<file path="src/hw/tcpm_pkg.sv">
// Constants, register map and types of the capture and pulse timer
package tcpm_pkg;
   // Register byte addresses
   localparam logic [7:0] ADDR_CTRL = 8'h00;
   localparam logic [7:0] ADDR_PER_LO = 8'h04;
   localparam logic [7:0] ADDR_PER_HI = 8'h08;
   localparam logic [7:0] ADDR_CMP_LO = 8'h0C;
   localparam logic [7:0] ADDR_CMP_HI = 8'h10;
   localparam logic [7:0] ADDR_COUNT = 8'h14;
   // Control field positions
   localparam int F_START = 0;
   localparam int F_MODE = 2;
   localparam int F_CLKSEL = 5;
   localparam int F_ACAP = 7;
   localparam int F_MCAP = 8;
   localparam int F_RPT = 9;
   localparam int F_TFF = 10;
   localparam int F_WINLOW = 11;
   // Start field codes
   localparam logic [1:0] START_STOP = 2'h0;
   localparam logic [1:0] START_CMD = 2'h1;
   localparam logic [1:0] START_FALL = 2'h3;
   // Source clock tick masks on the free prescaler
   localparam logic [6:0] TICK_MASK0 = 7'h00;
   localparam logic [6:0] TICK_MASK1 = 7'h03;
   localparam logic [6:0] TICK_MASK2 = 7'h0F;
   localparam logic [6:0] TICK_MASK3 = 7'h7F;
   // Reset and hold values
   localparam logic [15:0] RST_REG16 = 16'h0000;
   localparam logic [15:0] HOLD_VAL = 16'h0001;

   typedef enum logic [2:0] {
      MODE_TIMER = 3'b000,
      MODE_EVENT = 3'b001,
      MODE_WINDOW = 3'b010,
      MODE_PWIDTH = 3'b011,
      MODE_PULSE = 3'b100
   } tcpm_mode_e;

   typedef struct packed {
      logic [1:0] start;
      tcpm_mode_e mode;
      logic [1:0] clk_sel;
      logic acap;
      logic mcap;
      logic rpt;
      logic tff_init;
      logic win_low;
      logic [7:0] per_lo_buf;
      logic [7:0] per_hi_buf;
      logic [7:0] cmp_lo_buf;
      logic [7:0] cmp_hi_buf;
      logic per_pend;
      logic cmp_pend;
      logic [15:0] period;
      logic [15:0] cmp;
      logic [15:0] cnt;
      logic [6:0] presc;
      logic pin_prev;
      logic run;
      logic phase;
      logic flop;
      logic irq;
      logic [31:0] prdata;
      logic slverr;
   } tcpm_state_s;
endpackage

</file>
<file path="src/hw/tcpm_timer.sv">
// Capture and pulse timer: event, window, pulse width and pulse output modes
`timescale 1ns/100ps
`default_nettype none
module tcpm_timer (
   // Clock and reset
   input wire logic mclk,
   input wire logic rst_n,
   // APB slave
   input wire logic psel,
   input wire logic penable,
   input wire logic pwrite,
   input wire logic [7:0] paddr,
   input wire logic [31:0] pwdata,
   output logic [31:0] prdata,
   output logic pready,
   output logic pslverr,
   // Pins and system
   input wire logic timer_input_pin,
   input wire logic stop_mode_req,
   output logic pulse_output_pin,
   output logic timer_interrupt
);
   tcpm_pkg::tcpm_state_s st_reg;
   tcpm_pkg::tcpm_state_s st_next;
   logic tick;
   logic rise;
   logic fall;
   logic trig_edge;
   logic opp_edge;
   logic wr;
   logic setup;
   logic [6:0] mask;

   ////////////////////////////////////////////////////////////////////////
   always_comb begin
      unique case (st_reg.clk_sel)
         2'd0: mask = tcpm_pkg::TICK_MASK0;
         2'd1: mask = tcpm_pkg::TICK_MASK1;
         2'd2: mask = tcpm_pkg::TICK_MASK2;
         2'd3: mask = tcpm_pkg::TICK_MASK3;
      endcase
   end

   assign tick = (st_reg.presc & mask) == mask;
   assign rise = timer_input_pin & ~st_reg.pin_prev;
   assign fall = ~timer_input_pin & st_reg.pin_prev;
   // Falling code picks the falling edge, every other code the rising
   assign trig_edge = (st_reg.start == tcpm_pkg::START_FALL) ? fall : rise;
   assign opp_edge = (st_reg.start == tcpm_pkg::START_FALL) ? rise : fall;
   assign setup = psel & ~penable;
   assign wr = psel & penable & pwrite;
   // Zero wait states: answer data is prepared in the setup cycle
   assign pready = 1'b1;
   assign prdata = st_reg.prdata;
   assign pslverr = st_reg.slverr;
   assign pulse_output_pin = ~st_reg.flop;
   assign timer_interrupt = st_reg.irq;

   ////////////////////////////////////////////////////////////////////////
   always_comb begin
      st_next = st_reg;
      st_next.irq = 1'b0;
      st_next.presc = st_reg.presc + 7'h01;
      st_next.pin_prev = timer_input_pin;

      // Shadow registers commit on the source tick
      if (tick && st_reg.per_pend) begin
         st_next.period = {st_reg.per_hi_buf, st_reg.per_lo_buf};
         st_next.per_pend = 1'b0;
      end
      if (tick && st_reg.cmp_pend) begin
         st_next.cmp = {st_reg.cmp_hi_buf, st_reg.cmp_lo_buf};
         st_next.cmp_pend = 1'b0;
      end

      if (st_reg.start == tcpm_pkg::START_STOP) begin
         // Stopped: counter cleared, flop keeps its level
         st_next.cnt = tcpm_pkg::RST_REG16;
         st_next.run = 1'b0;
         st_next.phase = 1'b0;
      end else begin
         unique case (st_reg.mode)
            tcpm_pkg::MODE_EVENT: begin
               if (trig_edge) begin
                  st_next.cnt = st_reg.cnt + 16'h0001;
                  if (st_reg.acap) st_next.cmp = st_reg.cnt;
               end else if (opp_edge && st_reg.cnt == st_reg.period) begin
                  st_next.cnt = tcpm_pkg::RST_REG16;
                  st_next.irq = 1'b1;
               end
            end
            tcpm_pkg::MODE_WINDOW: begin
               if (tick && st_reg.acap) st_next.cmp = st_reg.cnt;
               if (tick && (timer_input_pin ^ st_reg.win_low)) begin
                  if (st_reg.cnt == st_reg.period) begin
                     st_next.cnt = tcpm_pkg::RST_REG16;
                     st_next.irq = 1'b1;
                  end else begin
                     st_next.cnt = st_reg.cnt + 16'h0001;
                  end
               end
            end
            tcpm_pkg::MODE_PWIDTH: begin
               if (!st_reg.run) begin
                  if (trig_edge) st_next.run = 1'b1;
               end else if (opp_edge && !st_reg.phase) begin
                  st_next.cmp = st_reg.cnt;
                  st_next.irq = 1'b1;
                  if (st_reg.mcap) begin
                     st_next.cnt = tcpm_pkg::HOLD_VAL;
                     st_next.run = 1'b0;
                  end else begin
                     st_next.phase = 1'b1;
                  end
               end else if (trig_edge && st_reg.phase) begin
                  st_next.cmp = st_reg.cnt;
                  st_next.irq = 1'b1;
                  st_next.cnt = tcpm_pkg::RST_REG16;
                  st_next.phase = 1'b0;
               end else if (tick) begin
                  st_next.cnt = st_reg.cnt + 16'h0001;
               end
            end
            tcpm_pkg::MODE_PULSE: begin
               if (!st_reg.run) begin
                  if (st_reg.start == tcpm_pkg::START_CMD || trig_edge) begin
                     st_next.run = 1'b1;
                  end
               end else if (tick) begin
                  if (st_reg.cnt == st_reg.period) begin
                     st_next.flop = ~st_reg.flop;
                     st_next.irq = 1'b1;
                     st_next.cnt = tcpm_pkg::RST_REG16;
                     if (st_reg.rpt) begin
                        st_next.start = tcpm_pkg::START_STOP;
                        st_next.run = 1'b0;
                     end
                  end else begin
                     if (st_reg.cnt == st_reg.cmp) begin
                        st_next.flop = ~st_reg.flop;
                        st_next.irq = 1'b1;
                     end
                     st_next.cnt = st_reg.cnt + 16'h0001;
                  end
               end
            end
            default: begin
               // Timer mode counting is out of scope here; it only idles
               st_next.cnt = st_reg.cnt;
            end
         endcase
      end

      // Register writes win over the timer's own updates
      if (wr) begin
         unique case (paddr)
            tcpm_pkg::ADDR_CTRL: begin
               st_next.start = pwdata[tcpm_pkg::F_START +: 2];
               st_next.mode = tcpm_pkg::tcpm_mode_e'(pwdata[tcpm_pkg::F_MODE +: 3]);
               st_next.clk_sel = pwdata[tcpm_pkg::F_CLKSEL +: 2];
               st_next.acap = pwdata[tcpm_pkg::F_ACAP];
               st_next.mcap = pwdata[tcpm_pkg::F_MCAP];
               st_next.rpt = pwdata[tcpm_pkg::F_RPT];
               st_next.tff_init = pwdata[tcpm_pkg::F_TFF];
               st_next.win_low = pwdata[tcpm_pkg::F_WINLOW];
               // Reload only on entry, so a running pulse is never disturbed
               if (pwdata[tcpm_pkg::F_MODE +: 3] == tcpm_pkg::MODE_PULSE &&
                   st_reg.mode != tcpm_pkg::MODE_PULSE) begin
                  st_next.flop = pwdata[tcpm_pkg::F_TFF];
               end
            end
            tcpm_pkg::ADDR_PER_LO: st_next.per_lo_buf = pwdata[7:0];
            tcpm_pkg::ADDR_PER_HI: begin
               st_next.per_hi_buf = pwdata[7:0];
               st_next.per_pend = 1'b1;
            end
            tcpm_pkg::ADDR_CMP_LO: st_next.cmp_lo_buf = pwdata[7:0];
            tcpm_pkg::ADDR_CMP_HI: begin
               st_next.cmp_hi_buf = pwdata[7:0];
               st_next.cmp_pend = 1'b1;
            end
            default: st_next.slverr = st_reg.slverr;
         endcase
      end

      if (stop_mode_req) st_next.start = tcpm_pkg::START_STOP;

      // Read data and error latched in the setup cycle
      if (setup) begin
         st_next.slverr = 1'b0;
         unique case (paddr)
            tcpm_pkg::ADDR_CTRL: st_next.prdata = {20'h0_0000, st_reg.win_low,
               st_reg.tff_init, st_reg.rpt, st_reg.mcap, st_reg.acap,
               st_reg.clk_sel, st_reg.mode, st_reg.start};
            tcpm_pkg::ADDR_PER_LO: st_next.prdata = {24'h00_0000, st_reg.period[7:0]};
            tcpm_pkg::ADDR_PER_HI: st_next.prdata = {24'h00_0000, st_reg.period[15:8]};
            tcpm_pkg::ADDR_CMP_LO: st_next.prdata = {24'h00_0000, st_reg.cmp[7:0]};
            tcpm_pkg::ADDR_CMP_HI: st_next.prdata = {24'h00_0000, st_reg.cmp[15:8]};
            tcpm_pkg::ADDR_COUNT: st_next.prdata = {16'h0000, st_reg.cnt};
            default: begin
               st_next.prdata = 32'h0000_0000;
               st_next.slverr = 1'b1;
            end
         endcase
      end
   end

   ////////////////////////////////////////////////////////////////////////
   always_ff @(posedge mclk) begin
      if (!rst_n) begin
         st_reg <= '0;
      end else begin
         st_reg <= st_next;
      end
   end

   logic run_on;
   assign run_on = st_reg.start != tcpm_pkg::START_STOP && !stop_mode_req && !wr;
endmodule
`default_nettype wire

</file>
<file path="config.mk">
export PLATFORM = sky130hd
export DESIGN_NAME = tcpm_timer
export DESIGN_NICKNAME = d
export VERILOG_FILES = /design/src/hw/tcpm_pkg.sv /design/src/hw/tcpm_timer.sv
export SDC_FILE = /design/constraint.sdc
export NUM_CORES = 1
export LEC_CHECK = 0
export ABC_CLOCK_PERIOD_IN_PS = 3000
export BUFFER_PORTS_ARGS = -buffer_cell sky130_fd_sc_hd__buf_2
export CAP_MARGIN = 20
export CORE_MARGIN = 1.5
export CORE_UTILIZATION = 59
export CTS_CLUSTER_DIAMETER = 50
export DETAILED_ROUTE_END_ITERATION = 10
export GPL_TIMING_DRIVEN = 0
export HOLD_SLACK_MARGIN = 0.02
export PLACE_DENSITY = 0.83
export SYNTH_ARGS = -nofsm -noshare
export SYNTH_HDL_FRONTEND = slang
export SYNTH_SLANG_ARGS = --single-unit
</file>
<file path="constraint.sdc">
create_clock -name mclk -period 3 [get_ports mclk]
set_clock_uncertainty 0.15 [all_clocks]
set_input_delay 0.15 -clock mclk [delete_from_list [all_inputs] [get_ports mclk]]
set_output_delay 0.15 -clock mclk [all_outputs]
set_load 0.02 [all_outputs]
</file>
# Yosys cells after proc, flatten, opt, wreduce, memory -nomap -nowiden
# Index checks and enable logic that the tools add are counted.
# classes
addsub,2
n_mul,0
n_div,0
order_cmp,0
n_eq_ne,27
n_shift,0
mux,70
bitwise,12
reduce_logical,26
# ops
cell,n
16-bit 2-to-1 mux,15
16-bit case mux with 6 select lines,1
32-bit 2-to-1 mux,2
16-bit case mux with 4 select lines,1
16-bit case mux with 3 select lines,1
46-bit 2-to-1 mux,1
16-bit equality test,2
8-bit 2-to-1 mux,4
1-bit 2-to-1 mux,30
7-bit case mux with 4 select lines,1
2-bit 2-to-1 mux,11
16-bit by 1-bit adder with 16-bit output (second input constant),1
8-bit by 4-bit equality test with 1-bit output (second input constant),2
8-bit by 5-bit equality test with 1-bit output (second input constant),2
12-bit 2-to-1 mux,1
2-bit inequality test (second input constant),5
2-bit AND reduction,5
3-bit inequality test (second input constant),3
8-bit by 3-bit equality test with 1-bit output (second input constant),1
1-bit logical AND,8
8-bit zero test,1
8-bit AND reduction,1
7-bit by 1-bit adder with 7-bit output (second input constant),1
7-bit AND,1
other kinds (20),36
# totals
ff_bits,139
latchBits,0
mem_bits_rw,0
rom_bits,0
inputBits,47
output_inout_bits,36
word_cells,162
mem_count,0

# Depth between registers and ports, before layout
# Gate-level depths: netlist of the first run.
# depth
ltp_word,12
depth_mapped,9
mapped_depth_nobuf,7

# Least setup slack after synthesis of the first run
# No wires, ideal clock.
# synth_timing
path_type,register to register
startpoint,reg st_reg[137] in the netlist's numbering
endpoint,reg st_reg[69] in the netlist's numbering
setup_ns,0.116
arrival_ns,2.124
required_time_ns,2.734
setup_slack_ns,0.610
path_stages_with_launch,10
n_path_buf,2
synth_period_minus_slack_ns,2.390
path_cell_list,dfxtp_1 buf_4 nand2_4 xor2_1 mux2i_1 nand2b_1 a2111oi_4 buf_8 mux2i_1 nor2b_1
# synth_via
elab_chain_len,8
word_cells_on_any_way,12
cone_classes,1 x eq/ne; 8 x mux; 3 x reduce/logical
# synth_rtl
element,line_no,text
"start, declared",tcpm_timer.sv:23,tcpm_pkg::tcpm_state_s st_reg;
"start signal, assigned",tcpm_timer.sv:213,st_reg <= st_next;
2-bit equality test,"tcpm_timer.sv:48, tcpm_timer.sv:49",
1-bit 2-to-1 mux,tcpm_timer.sv:48,assign trig_edge = (st_reg.start == tcpm_pkg::START_FALL) ? fall : rise;
1-bit logical AND,tcpm_timer.sv:115,end else if (trig_edge && st_reg.phase) begin
16-bit 2-to-1 mux,tcpm_timer.sv:115,
32-bit 2-to-1 mux,tcpm_timer.sv:106,end else if (opp_edge && !st_reg.phase) begin
32-bit 2-to-1 mux,tcpm_timer.sv:104,if (!st_reg.run) begin
16-bit case mux with 3 select lines,tcpm_timer.sv:82,unique case (st_reg.mode)
16-bit 2-to-1 mux (*),tcpm_timer.sv:76,if (st_reg.start == tcpm_pkg::START_STOP) begin
# Every way passes the cells marked *; elsewhere a longest branch is shown, timed or not. The select of a mux whose other input is x is not followed.
# A chain may end at the register's enable or synchronous reset.

# Final worst setup path of the first run
# layout_timing
startpoint,reg st_reg[39] in the netlist's numbering
endpoint,reg st_reg[72] in the netlist's numbering
# layout_via
elab_chain_len,9
word_cells_on_any_way,13
cone_classes,1 x eq/ne; 9 x mux; 1 x bitwise; 2 x reduce/logical
# layout_rtl
element,line_no,text
7-bit AND (*),tcpm_timer.sv:44,assign tick = (st_reg.presc & mask) == mask;
7-bit equality test (*),tcpm_timer.sv:44,
1-bit logical AND,tcpm_timer.sv:71,if (tick && st_reg.cmp_pend) begin
16-bit 2-to-1 mux,tcpm_timer.sv:71,
16-bit 2-to-1 mux,tcpm_timer.sv:115,
32-bit 2-to-1 mux,tcpm_timer.sv:106,
32-bit 2-to-1 mux,tcpm_timer.sv:104,
16-bit case mux with 3 select lines,tcpm_timer.sv:82,
16-bit 2-to-1 mux (*),tcpm_timer.sv:76,
# Marks and branches as above.

==> results of run 1 <==
-- cell type report --
type                            instances  share of cell area [%]
Multi-Input combinational cell        572                    47.1
Sequential cell                       123                    31.4
Buffer                                 95                    7.34
Clock buffer                           21                    5.87
Timing Repair Buffer                   61                    4.88
Tap cell                              140                    2.23
Clock inverter                         10                   0.957
Inverter                                5                   0.239
-- critical path, delay by kind of cell (launching register included) --
family | cells | cell delay, ps
AOI/OAI and AO/OA | 4 | 1600
DFF | 1 | 390
and+or+nand+nor | 2 | 130
muxes | 1 | 220
buffers and inverters | 1 | 240
-- layout by cell type (no fill, tap or decap), types with 8 or more instances in the layout --
master         instances
xor2_1                12
a22oi_1               13
a21boi_0              46
nor3_1                10
o21ai_0               22
xnor2_1               29
and2_1                16
buf_2                 56
nor2_1                27
buf_4                 38
mux2i_1               43
o21ai_1                8
a21oi_1               29
clkbuf_1              38
nand4_1               12
nand3_1               33
dlygate4sd3_1         14
buf_6                  8
nand2_1              110
clkbuf_16             17
clkinv_2               9
nor2b_1               38
mux2_2                16
conb_1                17
dfxtp_1              123
-- cells by family after synthesis --
logic type	Yosys count
fa+ha+maj	2
simple gates	283
other cells	2
mux	59
flops	123
xor+xnor	41
buf+inv	100
compound gates	170
-- where the power goes --
part / internal, W / switching (W) / total (W) / leakage (nW)
registers: 0.00165 / 0.0000104 / 0.00166 / 0.993
clock network: 0.00116 / 0.000711 / 0.00187 / 0.276
logic: 0.0000932 / 0.000130 / 0.000223 / 1.68
total: 0.00290 / 0.000851 / 0.00375 / 2.95
-- synthesized netlist by cell type (3+ instances only) --
library cell  count
dfxtp_1         123
nand2_1         110
a21boi_0         46
mux2i_1          43
nor2b_1          38
clkbuf_1         37
buf_4            35
nand3_1          33
a21oi_1          29
xnor2_1          29
nor2_1           27
o21ai_0          22
and2_1           16
mux2_2           16
a22oi_1          13
buf_2            12
nand4_1          12
xor2_1           12
nor3_1           10
buf_6             8
o21ai_1           8
a221oi_1          6
nand2b_1          6
nand3b_1          6
o22ai_1           6
a31oi_1           5
inv_1             5
and3_1            4
o211a_1           4
a21boi_1          3
a222oi_1          3
nor3b_1           3
nor4_1            3
-- final timing paths --
| kind | startpoint | endpoint | slack (ps) |
|---|---|---|---|
| worst max-delay path | st_reg[39]$_SDFF_PN0_ | st_reg[72]$_SDFF_PN0_ | 150 |
| worst min register to register | st_reg[115]$_SDFFE_PN0P_ | st_reg[89]$_SDFFE_PN0P_ | 310 |
| worst max register to register | st_reg[39]$_SDFF_PN0_ | st_reg[72]$_SDFF_PN0_ | 150 |
| worst min-delay path | paddr[3] | st_reg[119]$_SDFFE_PN0P_ | 100 |
-- per-stage QoR --
stage	power, W	hold WS, ps	setup WS, ps	util, %
CTS	0.00375	84.8	127	71.5
global route	0.00385	131	15.8	71.8
finish	0.00375	96.3	146	71.8
global placement	0.00189	264	223	65.4
detailed placement	0.00189	273	156	65.4
floorplan	0.00182	122	610	-
-- timing repair --
item | CTS | global route
setup buffers | 0 | 3
endpoints found under the hold margin | 38 | 0
resized for setup | 0 | 2
hold buffers | 14 | 0
endpoints found under the setup margin | 0 | 13
-- layer usage --
metal	wire length, µm	track usage, %	up-vias
met1	7870	42.0	2880
met2	9280	55.8	361
met4	1030	20.7	0
met5	0	0	-
met3	1600	7.23	86
li1	-	-	2861
==> out/qor.csv, run 1 <==
stage,metric,value,unit
floorplan,die area,12000,µm²
finish,Multi-input gate area,3700,µm²
synth,post-synth cell types,71,
synth,ys async rst share,0,%
drt,DRT iter0 DRCs,625,
placed_design,"Cell Area, Placed",7150,µm²
finish,# fillers,875,
synth,post-synthesis mux area share,9.12,%
run_status,outcome,finished clean,
synth,synthesized area,6700,µm²
placed_design,HPWL after DPL,14.0,mm
synth,top-area cell type share of the netlist area,36.8,%
grt,Total GRT Usage,34.4,%
grt,largest net degree at the start of global routing,17,
finish,Reg area,2460,µm²
clock_network,Num Clock Sinks,123,
drt,Total Wirelength,19.8,mm
finish,max reg flops,105,
worst_setup_path,Critical Path Source Type,register,
timing,relative slew slack,37.5,%
worst_setup_path,Setup crit end kind,register,
drt,TritonRoute pass-1 iters,5,
synth,Synth Warn #,0,
drt,post-route ant nets,0,
clock_network,Num CTS Buffers,17,
finish,share of cells above drive strength 1,17.9,%
worst_setup_path,Worst Path Required,3150,ps
finish,diode count,0,
placed_design,GP Congestion,0.994,
synth,largest family of logic cells by synthesized area,simple AND/OR/NAND/NOR gates,
synth,Post-synth EDFFs,0,
power,leakage power figure,2.95,nW
drt,vias per inst,6.03,
finish,area delta synth->final,17.2,%
floorplan,initial core utilization,61.2,%
hold_path,worst hold path depth,4,
drt,vias after detailed routing,6188,
worst_setup_path,CP Data Arrival Time,3010,ps
grt,vias in the first global route,5920,
synth,"Avg Cell Area, Syn",8.58,µm²
worst_setup_path,kind of critical path,reg -> reg,
worst_setup_path,crit-path cells,"nand2_1, a21oi_1, o211a_1, o21ai_2, a2111oi_4, buf_8, mux2i_1, nor2b_1",
placed_design,port bufs,44,
worst_setup_path,Worst R2R Path Depth,8,
synth,cell taking the most area after synthesis,dfxtp_1,
synth,ys flop type,dfxtp_1,
synth,"FF+latch count, synth",123,
synth,largest cells by area after synthesis,"dfxtp_1 (37%), mux2i_1 (6.4%), nand2_1 (6.2%), a21boi_0 (5.2%), buf_4 (3.9%)",
power,Max IR drop VDD,337,µV
floorplan,num ports,83,
run,max cap viols,0,
clock_network,CTS tree,yes,
synth,Post-Synthesis Cells,780,
finish,design area,7850,µm²
timing,# setup viols final,0,
worst_setup_path,crit path max fanout,10,
timing,RSZ-0062 raised after global routing,false,
floorplan,Die Y,110,µm
synth,Post-Synth XOR/XNOR Area,5.36,%
power,Power Density,478,nW/µm²
drt,routed len/inst,19.3,µm
hold_path,worst hold path class,in -> reg,
timing,Setup TNS,0,ps
worst_setup_path,Max stage delay on crit path,890,ps
grt,gr ovfl total,0,
placed_design,placed insts,979,
timing,Tightest Pin Transition,937,ps
grt,first-pass GRT wire length,30.7,mm
timing,"Slew Viols, Final",0,
floorplan,total number of placement rows,38,
synth,Compound-Gate Fraction of Synth Area,17.8,%
clock_network,worst-skew pair later-pin latency,410,ps
timing,Final Hold Fails,0,
drt,DRC Markers,0,
synth,"Seq/Total Area, Yosys",36.8,%
timing,achievable frequency,350,MHz
worst_setup_path,CP max stage cell,a2111oi_4,
floorplan,chip width,110,µm
clock_network,Max Root-Sink Buffers,2,
floorplan,core area,10900,µm²
timing,period utilisation layout,95.1,%
synth,Post-Synth Simple-Gate Area,21.6,%
finish,non-filler instance count after layout,1027,
clock_network,"CTS clk-pin slew, worst paths",60,ps
grt,initial antenna violation count,0,
clock_network,root buffer cell,clkbuf_16,
clock_network,CTS HTree Levels,4,
finish,nets@finish,924,
timing,crit path time final,2850,ps
synth,Synth Area in Adders,0.374,%
Power figures use the tool's default switching activity.
==> run 2, diff against run 1 <==
--- a/config.mk
+++ b/config.mk
@@ -10,2 +10,3 @@
 export CAP_MARGIN = 20
+export CORE_ASPECT_RATIO = 0.8
 export CORE_MARGIN = 1.5
@@ -14,3 +15,3 @@
 export DETAILED_ROUTE_END_ITERATION = 10
-export GPL_TIMING_DRIVEN = 0
+export GPL_TIMING_DRIVEN = 1
 export HOLD_SLACK_MARGIN = 0.02
==> constraint.sdc (replaced) <==
create_clock -name mclk -period 3 [get_ports mclk]
set_clock_uncertainty 0.15 [all_clocks]
set_input_delay 0.75 -clock mclk [delete_from_list [all_inputs] [get_ports mclk]]
set_output_delay 0.75 -clock mclk [all_outputs]
set_load 0.02 [all_outputs]
==> run 2 against run 1 <==
  * Non-clock buffer count is 71 lower
  * First-iteration DRC count is 11% higher
  * Combinational power shrank 20%
  * Critical path depth decreased by 1
==> out/qor.csv, run 2 (same netlist as run 1, synthesis figures left out) <==
stage,metric,value,unit
run_status,outcome,finished clean,
finish,diode count,0,
worst_setup_path,kind of critical path,reg -> reg,
power,leakage power figure,2.75,nW
grt,gr ovfl total,0,
clock_network,Max Root-Sink Buffers,2,
floorplan,core area,11000,µm²
finish,nets@finish,853,
worst_setup_path,Critical Path Source Type,register,
hold_path,worst hold path class,reg -> reg,
finish,max reg flops,105,
clock_network,CTS tree,yes,
drt,DRC Markers,0,
timing,crit path time final,2680,ps
grt,largest net degree at the start of global routing,90,
floorplan,die area,12000,µm²
timing,Tightest Pin Transition,803,ps
hold_path,WHS Endpoint,st_reg[89]$_SDFFE_PN0P_,
worst_setup_path,Worst Path Required,3200,ps
drt,DRT iter0 DRCs,692,
clock_network,postcts setup bufs,0,
grt,initial antenna violation count,0,
timing,achievable frequency,373,MHz
worst_setup_path,R2R Path End,st_reg[58]$_SDFFE_PP0P_,
hold_path,worst hold path depth,2,
grt,vias in the first global route,5454,
timing,relative slew slack,46.5,%
grt,Total GRT Usage,32.2,%
drt,post-route ant nets,0,
clock_network,CTS resizes,0,
finish,most frequent cells in the layout,"dfxtp_1 (123), nand2_1 (110), a21boi_0 (46)",
power,Max IR drop VDD,516,µV
run,max cap viols,0,
timing,Setup TNS,0,ps
floorplan,chip width,122,µm
finish,"most common cell after layout, fill and taps aside",dfxtp_1,
finish,design area,7490,µm²
clock_network,"CTS clk-pin slew, worst paths",60,ps
finish,Finished Core Util,68.3,%
worst_setup_path,CP Data Arrival Time,2880,ps
floorplan,initial core utilization,61.0,%
placed_design,GP Congestion,0.961,
clock_network,Post-CTS Hold Buffers,0,
clock_network,worst-skew pair later-pin latency,410,ps
worst_setup_path,RR Startpoint,st_reg[38]$_SDFF_PN0_,
placed_design,HPWL after DPL,13.4,mm
floorplan,Die Y,98.3,µm
timing,# setup viols final,0,
worst_setup_path,Worst R2R Path Depth,7,
timing,"Slew Viols, Final",0,
placed_design,port bufs,45,
power,Power Density,515,nW/µm²
timing,Final Hold Fails,0,
worst_setup_path,Setup crit end kind,register,
floorplan,num ports,83,
finish,share of cells above drive strength 1,17.2,%
placed_design,placed insts,929,
grt,first-pass GRT wire length,29.5,mm
clock_network,Num CTS Buffers,17,
finish,area delta synth->final,11.9,%
worst_setup_path,reg2reg setup slack,320,ps
drt,TritonRoute pass-1 iters,6,
timing,period utilisation layout,89.5,%
finish,non-filler instance count after layout,959,
drt,vias after detailed routing,5918,
placed_design,"Cell Area, Placed",6920,µm²
drt,routed len/inst,19.7,µm
finish,# fillers,867,
worst_setup_path,crit path max fanout,18,
clock_network,root buffer cell,clkbuf_16,
floorplan,total number of placement rows,34,
hold_path,Hold Startpoint,st_reg[115]$_SDFFE_PN0P_,
clock_network,Num Clock Sinks,123,
timing,RSZ-0062 raised after global routing,false,
drt,Total Wirelength,18.9,mm
clock_network,CTS HTree Levels,4,
drt,vias per inst,6.17,
-- run 2: changes by cell type in the layout (fill, tap and decap cells not counted), moves of 4 or more --
cell	change
clkbuf_1	-35
dlygate4sd3_1	-14
clkinv_2	-4
buf_6	-8
buf_2	-11
-- run 2: worst max-delay path, cell delays in order (launching register included) --
cell and delay, ps:
dfxtp_1 400, nand2_1 90, a21oi_1 390, nor2_1 220
a22oi_1 250, o221ai_2 350, or4_1 610, a21oi_1 150
-- run 2: final cells by class --
| type | count | area, µm² | share of cell area, % |
|---|---|---|---|
| Timing Repair Buffer | 85 | 551 | 7.35 |
| Multi-Input combinational cell | 572 | 3710 | 49.5 |
| Clock inverter | 9 | 123 | 1.64 |
| Inverter | 5 | 18.8 | 0.251 |
| Tap cell | 144 | 180 | 2.40 |
| Clock buffer | 21 | 450 | 6.01 |
| Sequential cell | 123 | 2460 | 32.9 |
-- run 2: where the power goes --
group | switching, W | total [W] | internal, W | leakage [nW]
logic | 0.000117 | 0.000179 | 0.0000626 | 1.47
registers | 0.0000108 | 0.00166 | 0.00165 | 0.993
clock network | 0.000715 | 0.00202 | 0.00131 | 0.282
total | 0.000842 | 0.00386 | 0.00302 | 2.75
-- run 2: routing by layer --
| layer | wire, µm | global-route usage (%) | vias up |
|---|---|---|---|
| li1 | - | - | 2728 |
| met2 | 8250 | 49.7 | 345 |
| met5 | 0 | 0 | - |
| met3 | 1950 | 7.42 | 59 |
| met4 | 654 | 11.8 | 0 |
| met1 | 8060 | 44.2 | 2786 |
-- run 2: through the flow --
step | worst slack, ps | power (W) | hold WS [ps]
after CTS | 322 | 0.00386 | 317
after global placement | 152 | 0.00186 | 299
after floorplan | 414 | 0.00182 | 281
after global routing | 129 | 0.00395 | 332
final | 316 | 0.00386 | 316
after detailed placement | 41.3 | 0.00187 | 309
-- run 2: how the worst max path moves through the flow --
stage / start / endpoint
after floorplan: timer_input_pin / st_reg[69]$_SDFF_PN0_
after global placement: timer_input_pin / st_reg[55]$_SDFFE_PP0P_
after detailed placement: timer_input_pin / st_reg[48]$_SDFFE_PP0P_
after CTS: st_reg[38]$_SDFF_PN0_ / st_reg[58]$_SDFFE_PP0P_
after global routing: st_reg[38]$_SDFF_PN0_ / st_reg[58]$_SDFFE_PP0P_
final: st_reg[38]$_SDFF_PN0_ / st_reg[58]$_SDFFE_PP0P_
